File: config.mk
export PLATFORM = sky130hd
export DESIGN_NAME = ttm_top
export DESIGN_NICKNAME = d
export VERILOG_FILES = /design/src/design/ttm_pkg.sv /design/src/design/ttm_divider.sv /design/src/design/ttm_channel.sv /design/src/design/ttm_top.sv
export SDC_FILE = /design/constraint.sdc
export NUM_CORES = 1
export LEC_CHECK = 0
export ABC_AREA = 1
export BUFFER_PORTS_ARGS = -buffer_cell sky130_fd_sc_hd__buf_4
export CAP_MARGIN = 40
export CORE_AREA = 2 2 293 295
export DETAILED_ROUTE_END_ITERATION = 16
export DIE_AREA = 0 0 295 297
export SETUP_SLACK_MARGIN = 0.4
export SYNTH_ARGS = -nofsm -noshare
export SYNTH_HDL_FRONTEND = slang
export SYNTH_SLANG_ARGS = --single-unit
File: constraint.sdc
create_clock -name core_clk_i -period 3.6 [get_ports core_clk_i]
set_input_delay 0.72 -clock core_clk_i [delete_from_list [all_inputs] [get_ports core_clk_i]]
set_output_delay 0.72 -clock core_clk_i [all_outputs]
set_load 0.03 [all_outputs]
File: src/design/ttm_pkg.sv
// package of constants and carriers for the tracking timebase block
// assumes a single 125 MHz core clock and plain-port control
//------------------------------------------------------------
//------------------------------------------------------------
package ttm_pkg;
    localparam int CLK_PERIOD_PS      = 8000;
    localparam int BASE_TICK_PS       = 175000;
    localparam int BASE_TICK_CYC      = (BASE_TICK_PS + CLK_PERIOD_PS - 1) / CLK_PERIOD_PS;
    localparam int IRQ_DEFAULT_TICKS  = 2886;
    localparam int STROBE_100MS_IRQS  = 198;
    localparam int STROBE_9MS_IRQS    = 18;
    localparam int RTC_TICK_PS        = 2275000;
    localparam int RTC_TICK_CYC       = RTC_TICK_PS / CLK_PERIOD_PS;
    localparam int MARK_STEP_PS       = 50000;
    localparam int MARK_STEP_CYC      = MARK_STEP_PS / CLK_PERIOD_PS;
    localparam int MARK_FIXED_PS      = 25000;
    localparam int MARK_FIXED_CYC     = (MARK_FIXED_PS + CLK_PERIOD_PS - 1) / CLK_PERIOD_PS;
    localparam int CORR_DELAY_PS      = 100000;
    localparam int STROBE_PHASE_PS    = 25000;
    localparam int STROBE_PHASE_CYC   = (STROBE_PHASE_PS + CLK_PERIOD_PS - 1) / CLK_PERIOD_PS;
    localparam int EPOCH_READ_PS      = 1000000000;
    localparam int EPOCH_READ_CYC     = EPOCH_READ_PS / CLK_PERIOD_PS;
    localparam int MARK_WIDTH         = 21;
    localparam int CHANNELS           = 6;
    localparam logic [15:0] IRQ_TICKS_RST = 16'h0B46;

    typedef struct packed {
        logic [15:0] carrier_cycle_count;
        logic [15:0] code_phase;
        logic [9:0]  millisecond_epoch_count;
        logic [4:0]  databit_epoch_count;
    } ttm_meas_t;

    typedef struct packed {
        logic        deferred_load_select;
        logic        dither_late;
        logic [5:0]  code_select;
    } ttm_ctrl_t;
endpackage

File: src/design/ttm_divider.sv
// programmable divider producing a one-cycle enable pulse
// assumes en_i is a same-clock enable
`timescale 1ns/10ps
module ttm_divider #(
    parameter int W = 16
) (
    // clock and reset
    input  wire logic         core_clk_i,
    input  wire logic         resetn_i,
    // control
    input  wire logic         en_i,
    input  wire logic         restart_i,
    input  wire logic [W-1:0] period_i,
    // pulse
    output logic              pulse_o
);
    logic [W-1:0] cnt_q;
    wire          wrap = en_i && (cnt_q >= period_i - W'(1));

    always_ff @(posedge core_clk_i or negedge resetn_i) begin
        if (!resetn_i) begin
            cnt_q <= '0;
        end else if (restart_i) begin
            cnt_q <= '0;
        end else if (wrap) begin
            cnt_q <= '0;
        end else if (en_i) begin
            cnt_q <= cnt_q + W'(1);
        end
    end
    assign pulse_o = wrap;
endmodule

File: src/design/ttm_channel.sv
// one tracking channel: measurement holding, protection, preset
// assumes strobe and host strobes are single-cycle, same clock
`timescale 1ns/10ps
module ttm_channel (
    // clock and reset
    input  wire logic               core_clk_i,
    input  wire logic               resetn_i,
    // timing
    input  wire logic               strobe_i,
    input  wire logic               ms_tick_i,
    // live channel state
    input  wire ttm_pkg::ttm_meas_t live_i,
    input  wire logic               slewing_i,
    // host
    input  wire logic               ctrl_wr_i,
    input  wire ttm_pkg::ttm_ctrl_t ctrl_i,
    input  wire logic               slew_wr_i,
    input  wire logic [15:0]        slew_i,
    input  wire logic               ms_epoch_wr_i,
    input  wire logic [9:0]         ms_epoch_i,
    input  wire logic               bit_epoch_wr_i,
    input  wire logic [4:0]         bit_epoch_i,
    input  wire logic               cycle_rd_i,
    input  wire logic               meas_clear_i,
    // outputs
    output ttm_pkg::ttm_meas_t      held_o,
    output ttm_pkg::ttm_ctrl_t      ctrl_o,
    output logic [15:0]             slew_o,
    output logic                    slew_go_o,
    output logic [9:0]              ms_epoch_o,
    output logic [4:0]              bit_epoch_o,
    output logic                    dither_late_o,
    output logic                    fresh_o,
    output logic                    missed_o,
    output logic                    slewed_o
);
    ttm_pkg::ttm_meas_t held_q;
    ttm_pkg::ttm_ctrl_t ctrl_q, pend_q;
    logic [15:0] slew_q, pslew_q;
    logic [9:0]  ms_q, pms_q;
    logic [4:0]  bit_q, pbit_q;
    logic        armed_q, fresh_q, prot_q, missed_q, slewed_q, slewacc_q, go_q, pslew_v_q;

    wire preset_mode = pend_q.deferred_load_select;
    wire do_preset   = strobe_i && armed_q;
    wire release_p   = cycle_rd_i || meas_clear_i;
    wire ms_wrap     = ms_tick_i && (ms_q == 10'd19);

    always_ff @(posedge core_clk_i or negedge resetn_i) begin
        if (!resetn_i) begin
            held_q <= '0; ctrl_q <= '0; pend_q <= '0; slew_q <= '0; pslew_q <= '0;
            ms_q <= '0; pms_q <= '0; bit_q <= '0; pbit_q <= '0; armed_q <= 1'b0;
            fresh_q <= 1'b0; prot_q <= 1'b0; missed_q <= 1'b0; slewed_q <= 1'b0;
            slewacc_q <= 1'b0; go_q <= 1'b0; pslew_v_q <= 1'b0;
        end else begin
            go_q <= 1'b0;
            if (ctrl_wr_i) begin
                pend_q <= ctrl_i;
                if (!ctrl_i.deferred_load_select) ctrl_q <= ctrl_i;
            end
            if (slew_wr_i && preset_mode) begin pslew_q <= slew_i; pslew_v_q <= 1'b1; end
            else if (slew_wr_i) begin slew_q <= slew_i; go_q <= 1'b1; end
            if (ms_epoch_wr_i && preset_mode) pms_q <= ms_epoch_i;
            else if (ms_epoch_wr_i) ms_q <= ms_epoch_i;
            else if (ms_tick_i) ms_q <= ms_wrap ? 10'd0 : ms_q + 10'd1;
            if (bit_epoch_wr_i && preset_mode) begin pbit_q <= bit_epoch_i; armed_q <= 1'b1; end
            else if (bit_epoch_wr_i) bit_q <= bit_epoch_i;
            else if (ms_wrap) bit_q <= bit_q + 5'd1;
            slewacc_q <= slewacc_q | slewing_i | slew_wr_i;
            if (do_preset) begin
                ctrl_q <= pend_q;
                pend_q.deferred_load_select <= 1'b0;
                ctrl_q.deferred_load_select <= 1'b0;
                ms_q <= pms_q; bit_q <= pbit_q; armed_q <= 1'b0;
                if (pslew_v_q) begin slew_q <= pslew_q; go_q <= 1'b1; end
                pslew_v_q <= 1'b0;
            end
            if (strobe_i && !prot_q) begin
                held_q <= live_i;
                slewed_q <= slewacc_q | slewing_i;
                slewacc_q <= 1'b0;
                fresh_q <= 1'b1;
                prot_q  <= 1'b1;
            end else if (strobe_i) begin
                missed_q <= 1'b1;
                if (do_preset) prot_q <= 1'b1;
            end else if (release_p) begin
                fresh_q <= 1'b0;
                prot_q  <= 1'b0;
            end
            if (meas_clear_i && !strobe_i) missed_q <= 1'b0;
        end
    end

    assign held_o        = held_q;
    assign ctrl_o        = ctrl_q;
    assign slew_o        = slew_q;
    assign slew_go_o     = go_q;
    assign ms_epoch_o    = ms_q;
    assign bit_epoch_o   = bit_q;
    assign dither_late_o = ctrl_q.dither_late ^ ms_q[0];
    assign fresh_o       = fresh_q;
    assign missed_o      = missed_q;
    assign slewed_o      = slewed_q;
endmodule

File: src/design/ttm_top.sv
// tracking timebase and measurement control top level
// assumes host strobes are synchronous single-cycle pulses
`timescale 1ns/10ps
module ttm_top #(
    parameter int CH = ttm_pkg::CHANNELS
) (
    // clock and reset
    input  wire logic                   core_clk_i,
    input  wire logic                   resetn_i,
    // timebase control
    input  wire logic                   timebase_wr_i,
    input  wire logic [15:0]            irq_ticks_i,
    input  wire logic [7:0]             irqs_per_strobe_i,
    input  wire logic                   irq_output_gate_i,
    input  wire logic                   int_source_i,
    // pins
    input  wire logic                   irq_in_i,
    input  wire logic                   rtc_irq_i,
    // time mark
    input  wire logic                   mark_wr_i,
    input  wire logic [ttm_pkg::MARK_WIDTH-1:0] mark_count_i,
    // channel host access
    input  wire logic [CH-1:0]          ctrl_wr_i,
    input  wire ttm_pkg::ttm_ctrl_t     ctrl_i,
    input  wire logic [CH-1:0]          slew_wr_i,
    input  wire logic [15:0]            slew_i,
    input  wire logic [CH-1:0]          ms_epoch_wr_i,
    input  wire logic [9:0]             ms_epoch_i,
    input  wire logic [CH-1:0]          bit_epoch_wr_i,
    input  wire logic [4:0]             bit_epoch_i,
    input  wire logic [CH-1:0]          cycle_rd_i,
    input  wire logic [CH-1:0]          meas_clear_i,
    input  wire ttm_pkg::ttm_meas_t [CH-1:0] live_i,
    input  wire logic [CH-1:0]          slewing_i,
    // outputs
    output logic                        irq_o,
    output logic                        strobe_o,
    output logic                        sample_o,
    output logic                        mark_o,
    output logic [15:0]                 rtc_delay_o,
    output logic [15:0]                 measurement_flags_primary_o,
    output logic [15:0]                 measurement_flags_secondary_o,
    output ttm_pkg::ttm_meas_t [CH-1:0] held_o,
    output logic [CH-1:0]               dither_late_o,
    output logic [CH-1:0]               slew_go_o
);
    // --------------------------------------------------------
    // time base
    // --------------------------------------------------------
    logic [15:0] irq_ticks_q;
    logic [7:0]  per_strobe_q;
    logic        gate_q, src_q, irq_q, strobe_q;
    logic        base_en, irq_p, strobe_p;

    always_ff @(posedge core_clk_i or negedge resetn_i) begin
        if (!resetn_i) begin
            irq_ticks_q  <= ttm_pkg::IRQ_TICKS_RST;
            per_strobe_q <= 8'(ttm_pkg::STROBE_100MS_IRQS);
            gate_q <= 1'b0;
            src_q  <= 1'b0;
        end else if (timebase_wr_i) begin
            irq_ticks_q  <= irq_ticks_i;
            per_strobe_q <= irqs_per_strobe_i;
            gate_q <= irq_output_gate_i;
            src_q  <= int_source_i;
        end
    end

    ttm_divider #(.W(8)) u_base (.core_clk_i(core_clk_i), .resetn_i(resetn_i), .en_i(1'b1),
        .restart_i(timebase_wr_i), .period_i(8'(ttm_pkg::BASE_TICK_CYC)), .pulse_o(base_en));
    ttm_divider #(.W(16)) u_irq (.core_clk_i(core_clk_i), .resetn_i(resetn_i), .en_i(base_en),
        .restart_i(timebase_wr_i), .period_i(irq_ticks_q), .pulse_o(irq_p));
    // strobe derived from the same chain, so it always lands on an irq pulse
    ttm_divider #(.W(8)) u_strobe (.core_clk_i(core_clk_i), .resetn_i(resetn_i), .en_i(irq_p),
        .restart_i(timebase_wr_i), .period_i(per_strobe_q), .pulse_o(strobe_p));

    always_ff @(posedge core_clk_i or negedge resetn_i) begin
        if (!resetn_i) begin
            irq_q <= 1'b0;
            strobe_q <= 1'b0;
        end else begin
            irq_q <= irq_p && gate_q;
            strobe_q <= strobe_p;
        end
    end
    assign irq_o    = irq_q;
    assign strobe_o = strobe_q;

    // --------------------------------------------------------
    // pin synchronisers
    // --------------------------------------------------------
    logic [2:0] irqin_s, rtc_s;
    always_ff @(posedge core_clk_i or negedge resetn_i) begin
        if (!resetn_i) begin
            irqin_s <= '0;
            rtc_s <= '0;
        end else begin
            irqin_s <= {irqin_s[1:0], irq_in_i};
            rtc_s <= {rtc_s[1:0], rtc_irq_i};
        end
    end
    wire irqin_edge = irqin_s[1] && !irqin_s[2];
    wire rtc_edge   = rtc_s[1] && !rtc_s[2];
    assign sample_o = src_q ? irq_q : irqin_edge;

    // --------------------------------------------------------
    // external clock delay counter
    // --------------------------------------------------------
    logic        rtc_run_q, rtc_seen_q, rtc_tick;
    logic [15:0] rtc_cnt_q, rtc_hold_q;
    ttm_divider #(.W(9)) u_rtc (.core_clk_i(core_clk_i), .resetn_i(resetn_i), .en_i(rtc_run_q),
        .restart_i(rtc_edge), .period_i(9'(ttm_pkg::RTC_TICK_CYC)), .pulse_o(rtc_tick));
    always_ff @(posedge core_clk_i or negedge resetn_i) begin
        if (!resetn_i) begin
            rtc_run_q <= 1'b0; rtc_cnt_q <= '0; rtc_hold_q <= '0; rtc_seen_q <= 1'b0;
        end else begin
            if (rtc_edge) begin
                rtc_run_q <= 1'b1; rtc_cnt_q <= '0; rtc_seen_q <= 1'b1;
            end else if (strobe_q && rtc_run_q) begin
                rtc_hold_q <= rtc_cnt_q; rtc_run_q <= 1'b0;
            end else if (rtc_tick) begin
                rtc_cnt_q <= rtc_cnt_q + 16'd1;
            end
            if (|meas_clear_i && !rtc_edge) rtc_seen_q <= 1'b0;
        end
    end
    assign rtc_delay_o = rtc_hold_q;

    // --------------------------------------------------------
    // second mark generator
    // --------------------------------------------------------
    logic [ttm_pkg::MARK_WIDTH-1:0] mark_load_q, mark_cnt_q;
    logic mark_arm_q, mark_run_q, step_en, mark_q;
    logic [2:0] fix_q;
    ttm_divider #(.W(4)) u_step (.core_clk_i(core_clk_i), .resetn_i(resetn_i), .en_i(mark_run_q),
        .restart_i(strobe_q), .period_i(4'(ttm_pkg::MARK_STEP_CYC)), .pulse_o(step_en));
    always_ff @(posedge core_clk_i or negedge resetn_i) begin
        if (!resetn_i) begin
            mark_load_q <= '0; mark_cnt_q <= '0; mark_arm_q <= 1'b0;
            mark_run_q <= 1'b0; fix_q <= '0; mark_q <= 1'b0;
        end else begin
            mark_q <= 1'b0;
            if (mark_wr_i) begin mark_load_q <= mark_count_i; mark_arm_q <= 1'b1; end
            if (strobe_q && mark_arm_q && !mark_wr_i) begin
                mark_cnt_q <= mark_load_q; mark_run_q <= 1'b1; mark_arm_q <= 1'b0;
            end else if (mark_run_q && step_en) begin
                // stop on one, so a count of n gives n steps; zero still costs one step
                if (mark_cnt_q[ttm_pkg::MARK_WIDTH-1:1] == '0) begin
                    mark_run_q <= 1'b0;
                    fix_q <= 3'(ttm_pkg::MARK_FIXED_CYC);
                end else mark_cnt_q <= mark_cnt_q - 1'b1;
            end
            if (fix_q != 3'd0) begin
                fix_q <= fix_q - 3'd1;
                mark_q <= (fix_q == 3'd1);
            end
        end
    end
    assign mark_o = mark_q;

    // --------------------------------------------------------
    // channels
    // --------------------------------------------------------
    logic ms_tick;
    logic [CH-1:0] fresh, missed, slewed;
    ttm_divider #(.W(8)) u_ms (.core_clk_i(core_clk_i), .resetn_i(resetn_i), .en_i(base_en),
        .restart_i(1'b0), .period_i(8'd160), .pulse_o(ms_tick));
    for (genvar c = 0; c < CH; c++) begin : g_ch
        ttm_channel u_ch (.core_clk_i(core_clk_i), .resetn_i(resetn_i), .strobe_i(strobe_q),
            .ms_tick_i(ms_tick), .live_i(live_i[c]), .slewing_i(slewing_i[c]), .ctrl_wr_i(ctrl_wr_i[c]),
            .ctrl_i(ctrl_i), .slew_wr_i(slew_wr_i[c]), .slew_i(slew_i), .ms_epoch_wr_i(ms_epoch_wr_i[c]),
            .ms_epoch_i(ms_epoch_i), .bit_epoch_wr_i(bit_epoch_wr_i[c]), .bit_epoch_i(bit_epoch_i),
            .cycle_rd_i(cycle_rd_i[c]), .meas_clear_i(meas_clear_i[c]), .held_o(held_o[c]),
            .ctrl_o(), .slew_o(), .slew_go_o(slew_go_o[c]), .ms_epoch_o(), .bit_epoch_o(),
            .dither_late_o(dither_late_o[c]), .fresh_o(fresh[c]), .missed_o(missed[c]),
            .slewed_o(slewed[c]));
    end
    assign measurement_flags_primary_o   = 16'(fresh);
    assign measurement_flags_secondary_o = {1'b0, rtc_seen_q, 2'b00, 6'(slewed), 6'(missed)};
endmodule

==> flow_summary.toml <==
[outcome]
outcome = "finished clean"

[sta]
setup_tns_ps = 0
max_freq_mhz = 344
worst_pin_slew_ps = 889
setup_viol = 0
rsz0062_at_grt = "no"
clock-skew-final_ps = 44.6
final_critical_path_setup_slack_ps = 696
fin_crit_ps = 2900
finalHoldViolations = 0
final_max_slew_viol_count = 0
finalHoldWorstSlack_ps = 107
max_slew_margin = 0.406
finalCritPeriodShare = 0.807

[routing]
wl_um = 107000
vias = 26924
drt-initial-drc-count = 2010
drc = 0
detailedRoute.firstPassIterationCount = 5
viasPerCell = 4.75
post_drt_wl_per_cell_um = 18.9
drtAntennaViolNets = 0

[yosys]
yosysSeqAreaShare = 0.532
yosysUniqueCellTypes = 49
synthArstFlopShare = 1.00
synth.cell_area_um2 = 30000
netlist_instances = 3774
ys_seq_elements = 637
synth-edff-count = 0
yosysWarnings = 0
avgSynthCellArea_um2 = 7.94
ys.flop_type = "dfrtp_1"

[grt]
grt_max_degree = 70
grt_pass1_vias = 25859
track_usage = 0.242
grt_pass1_wl_um = 161000
grt_antenna_before_repair = 14
globalRouteOverflowTotal = 0

[power_and_ir_drop]
powerDensity_nw_per_um2 = 501
p_int_w = 0.0140
p_leak_nw = 19.5
combPwrFrac = 0.156
netSwitchingPower_w = 0.00565
irDropWorstVdd_mv = 0.332
clkPwrFrac = 0.419
swShare = 0.288
p_seq_frac = 0.425

[cells_and_area]
drive_gt1_frac = 0.224
area.sequential_um2 = 16000
multi_input_area_um2 = 12100
nFillCells = 8389
area_growth_pct = 30.8
nets = 4918

[clock_tree]
ctsHtreeMaxLevel = 3
cts_hold_buf = 0
cts_buffers = 76
cts_buffer_depth = 3
cts_tree = "built"
clk_pin_slew_ps = 60
clk_latency_ps = 630
cts_root_buf = "clkbuf_16"
cts_num_sinks = 637

[floorplanning]
die_area_um2 = 87600
die_h_um = 297
fp.dieW_um = 295
core_area_um2 = 84500
io_pins = 762
initial_core_util = 0.355
rows = 107

[place]
portBuffers = 721
hpwl_um = 80300
dp_slack_ps = 412
gp_congestion = 0.936

[worst_setup_path]
start_kind = "flip-flop"
cp-end-kind = "flip-flop"
crit_type = "reg -> reg"
cp_data_arrival_time_ps = 3460
worstReg2RegEnd = "u_strobe.cnt_q[3]$_DFFE_PN0P_"
reg2reg_slack_ps = 700
worst_r2r_startpoint = "irq_ticks_q[0]$_DFFE_PN0P_"
rr_worst_depth = 22
crit_required_ps = 4150
worstPathMaxFanout = 12

[run]
cap_viol_max_count = 0

[worst_hold_path]
hold_path.class = "in -> async"
[sequential cells by signal, indices dropped and copies added, names as in the netlist, 8 cells and up]
| register | count |
|---|---|
| g_ch.u_ch.held_o | 282 |
| u_ms.cnt_q | 8 |
| rtc_cnt_q | 16 |
| u_rtc.cnt_q | 9 |
| g_ch.u_ch.pms_q | 60 |
| u_irq.cnt_q | 16 |
| mark_load_q | 21 |
| per_strobe_q | 8 |
| u_base.cnt_q | 8 |
| rtc_delay_o | 16 |
| mark_cnt_q | 21 |
| irq_ticks_q | 16 |
| u_strobe.cnt_q | 8 |
| g_ch.u_ch.ms_epoch_o | 60 |
[placed cells by master, fill, tap and decap left out, types with 11 or more instances in the layout]
master and instances:
inv_2 12, conb_1 16, o21ai_1 16, clkbuf_16 78
nand2_1 1539, o21ai_0 259, nand3_1 211, buf_4 772
a21oi_1 56, nand4_1 38, nand2_2 18, xor2_1 60
dfrtp_1 626, or2_2 34, nor3_1 27, inv_1 291
clkinv_2 11, xnor2_1 12, nor2_1 236, ha_1 44
clkbuf_1 11, clkbuf_8 19
[worst max-delay path by stage]
stage / startpoint / to / slack, ps / cells after the start
floorplan: irq_ticks_q[0]$_DFFE_PN0P_ / u_strobe.cnt_q[2]$_DFFE_PN0P_ / 800 / 21
global placement: irq_ticks_q[0]$_DFFE_PN0P_ / u_strobe.cnt_q[5]$_DFFE_PN0P_ / 420 / 22
detailed placement: irq_ticks_q[0]$_DFFE_PN0P_ / u_strobe.cnt_q[3]$_DFFE_PN0P_ / 410 / 22
CTS: irq_ticks_q[0]$_DFFE_PN0P_ / u_strobe.cnt_q[3]$_DFFE_PN0P_ / 480 / 22
global route: irq_ticks_q[0]$_DFFE_PN0P_ / u_strobe.cnt_q[3]$_DFFE_PN0P_ / 380 / 22
finish: irq_ticks_q[0]$_DFFE_PN0P_ / u_strobe.cnt_q[3]$_DFFE_PN0P_ / 700 / 22
[cells in the mapped netlist (2+ instances only)]
cell type | count | area, µm²
a21oi_1 | 56 | 280
buf_6 | 6 | 67.6
clkbuf_1 | 107 | 402
or2_2 | 34 | 213
inv_2 | 10 | 37.5
nand2_2 | 17 | 106
a31oi_1 | 10 | 62.6
o21ai_0 | 259 | 1300
inv_1 | 293 | 1100
clkinv_1 | 3 | 11.3
nand2_1 | 1540 | 5780
nand3b_1 | 9 | 67.6
o21bai_1 | 4 | 30.0
a21o_1 | 9 | 67.6
nand3_1 | 212 | 1060
buf_4 | 45 | 338
dfrtp_1 | 627 | 15700
buf_1 | 3 | 11.3
o22ai_1 | 4 | 25.0
nand2_4 | 4 | 45.0
o21a_1 | 3 | 22.5
o211ai_1 | 10 | 75.1
dfstp_2 | 10 | 263
nand4_1 | 38 | 238
a22oi_1 | 2 | 15.0
xor2_1 | 60 | 526
nor2_1 | 247 | 927
buf_2 | 28 | 140
xnor2_1 | 12 | 105
ha_1 | 45 | 563
nand3_2 | 2 | 20.0
nor3_1 | 28 | 140
o21ai_1 | 16 | 80.1
nor4_1 | 3 | 18.8
o21ba_2 | 4 | 40.0
[final cells by class]
cell class | instances | share of cell area
Sequential cell | 637 | 0.407
Tap cell | 1144 | 0.0365
Clock buffer | 108 | 0.0575
Inverter | 307 | 0.0294
Antenna cell | 7 | 0.000447
Multi-Input combinational cell | 2656 | 0.307
Timing Repair Buffer | 779 | 0.151
Clock inverter | 27 | 0.0105
[metrics by stage]
stage / cell area (µm²) / total power (W) / utilization / cells
floorplan: 30000 / 0.0104 / - / 3789
global placement: 36400 / 0.0115 / 0.431 / 5518
detailed placement: 36500 / 0.0115 / 0.432 / 5521
CTS: 39100 / 0.0198 / 0.463 / 5656
global route: 39200 / 0.0207 / 0.464 / 5665
finish: 39200 / 0.0197 / 0.464 / 5665
[power by group through the flow]
stage               combinational (W)  sequential, W  clock [W]
floorplan                     0.00207        0.00831          0
detailed placement            0.00308        0.00845          0
global placement              0.00301        0.00845          0
finish                        0.00308        0.00835    0.00824
global route                  0.00353        0.00843    0.00873
CTS                           0.00309        0.00834    0.00842
[logic make-up (layout without fill, tap and decap cells)]
| logic type | Yosys count | count (layout) | share of synthesized area |
|---|---|---|---|
| DFF | 637 | 637 | 0.532 |
| muxes | 1 | 1 | 0.000334 |
| xor gates and xnor gates | 72 | 72 | 0.0210 |
| buffers and inverters | 496 | 1221 | 0.0704 |
| AOI/OAI and AO/OA | 383 | 383 | 0.0686 |
| other | 1 | 23 | 0.000125 |
| and+or+nand+nor | 2139 | 2139 | 0.289 |
| adders and majority gates | 45 | 45 | 0.0188 |
[routing by layer]
| metal | global-route usage | wire length (µm) |
|---|---|---|
| met1 | 0.321 | 46100 |
| met2 | 0.384 | 49600 |
| met3 | 0.0600 | 7860 |
| met4 | 0.0815 | 3300 |
| met5 | 0 | 48 |
[repair_timing]
action | 4_1_cts | 5_1_grt
pin swaps | 0 | 2
buffers inserted | 0 | 2
setup endpoints to repair | 4 | 26
resized for setup | 1 | 10
[critical path, cell delays in order (launching register included)]
cell and delay (ps):
dfrtp_1 370, inv_2 90, ha_2 200, inv_1 70, nor3_4 160, nand3_2 140
nor2_2 120, nand4_1 100, xor2_1 150, inv_1 60, ha_1 260, nand2_1 70
nor2_2 140, and2_1 130, nand2_1 60, inv_1 50, nand2_1 50, nand2_2 110
nand2_1 80, buf_4 200, inv_1 110, nand2_1 70, nand2_1 70
Note: power is estimated with default switching activity, not from simulation.
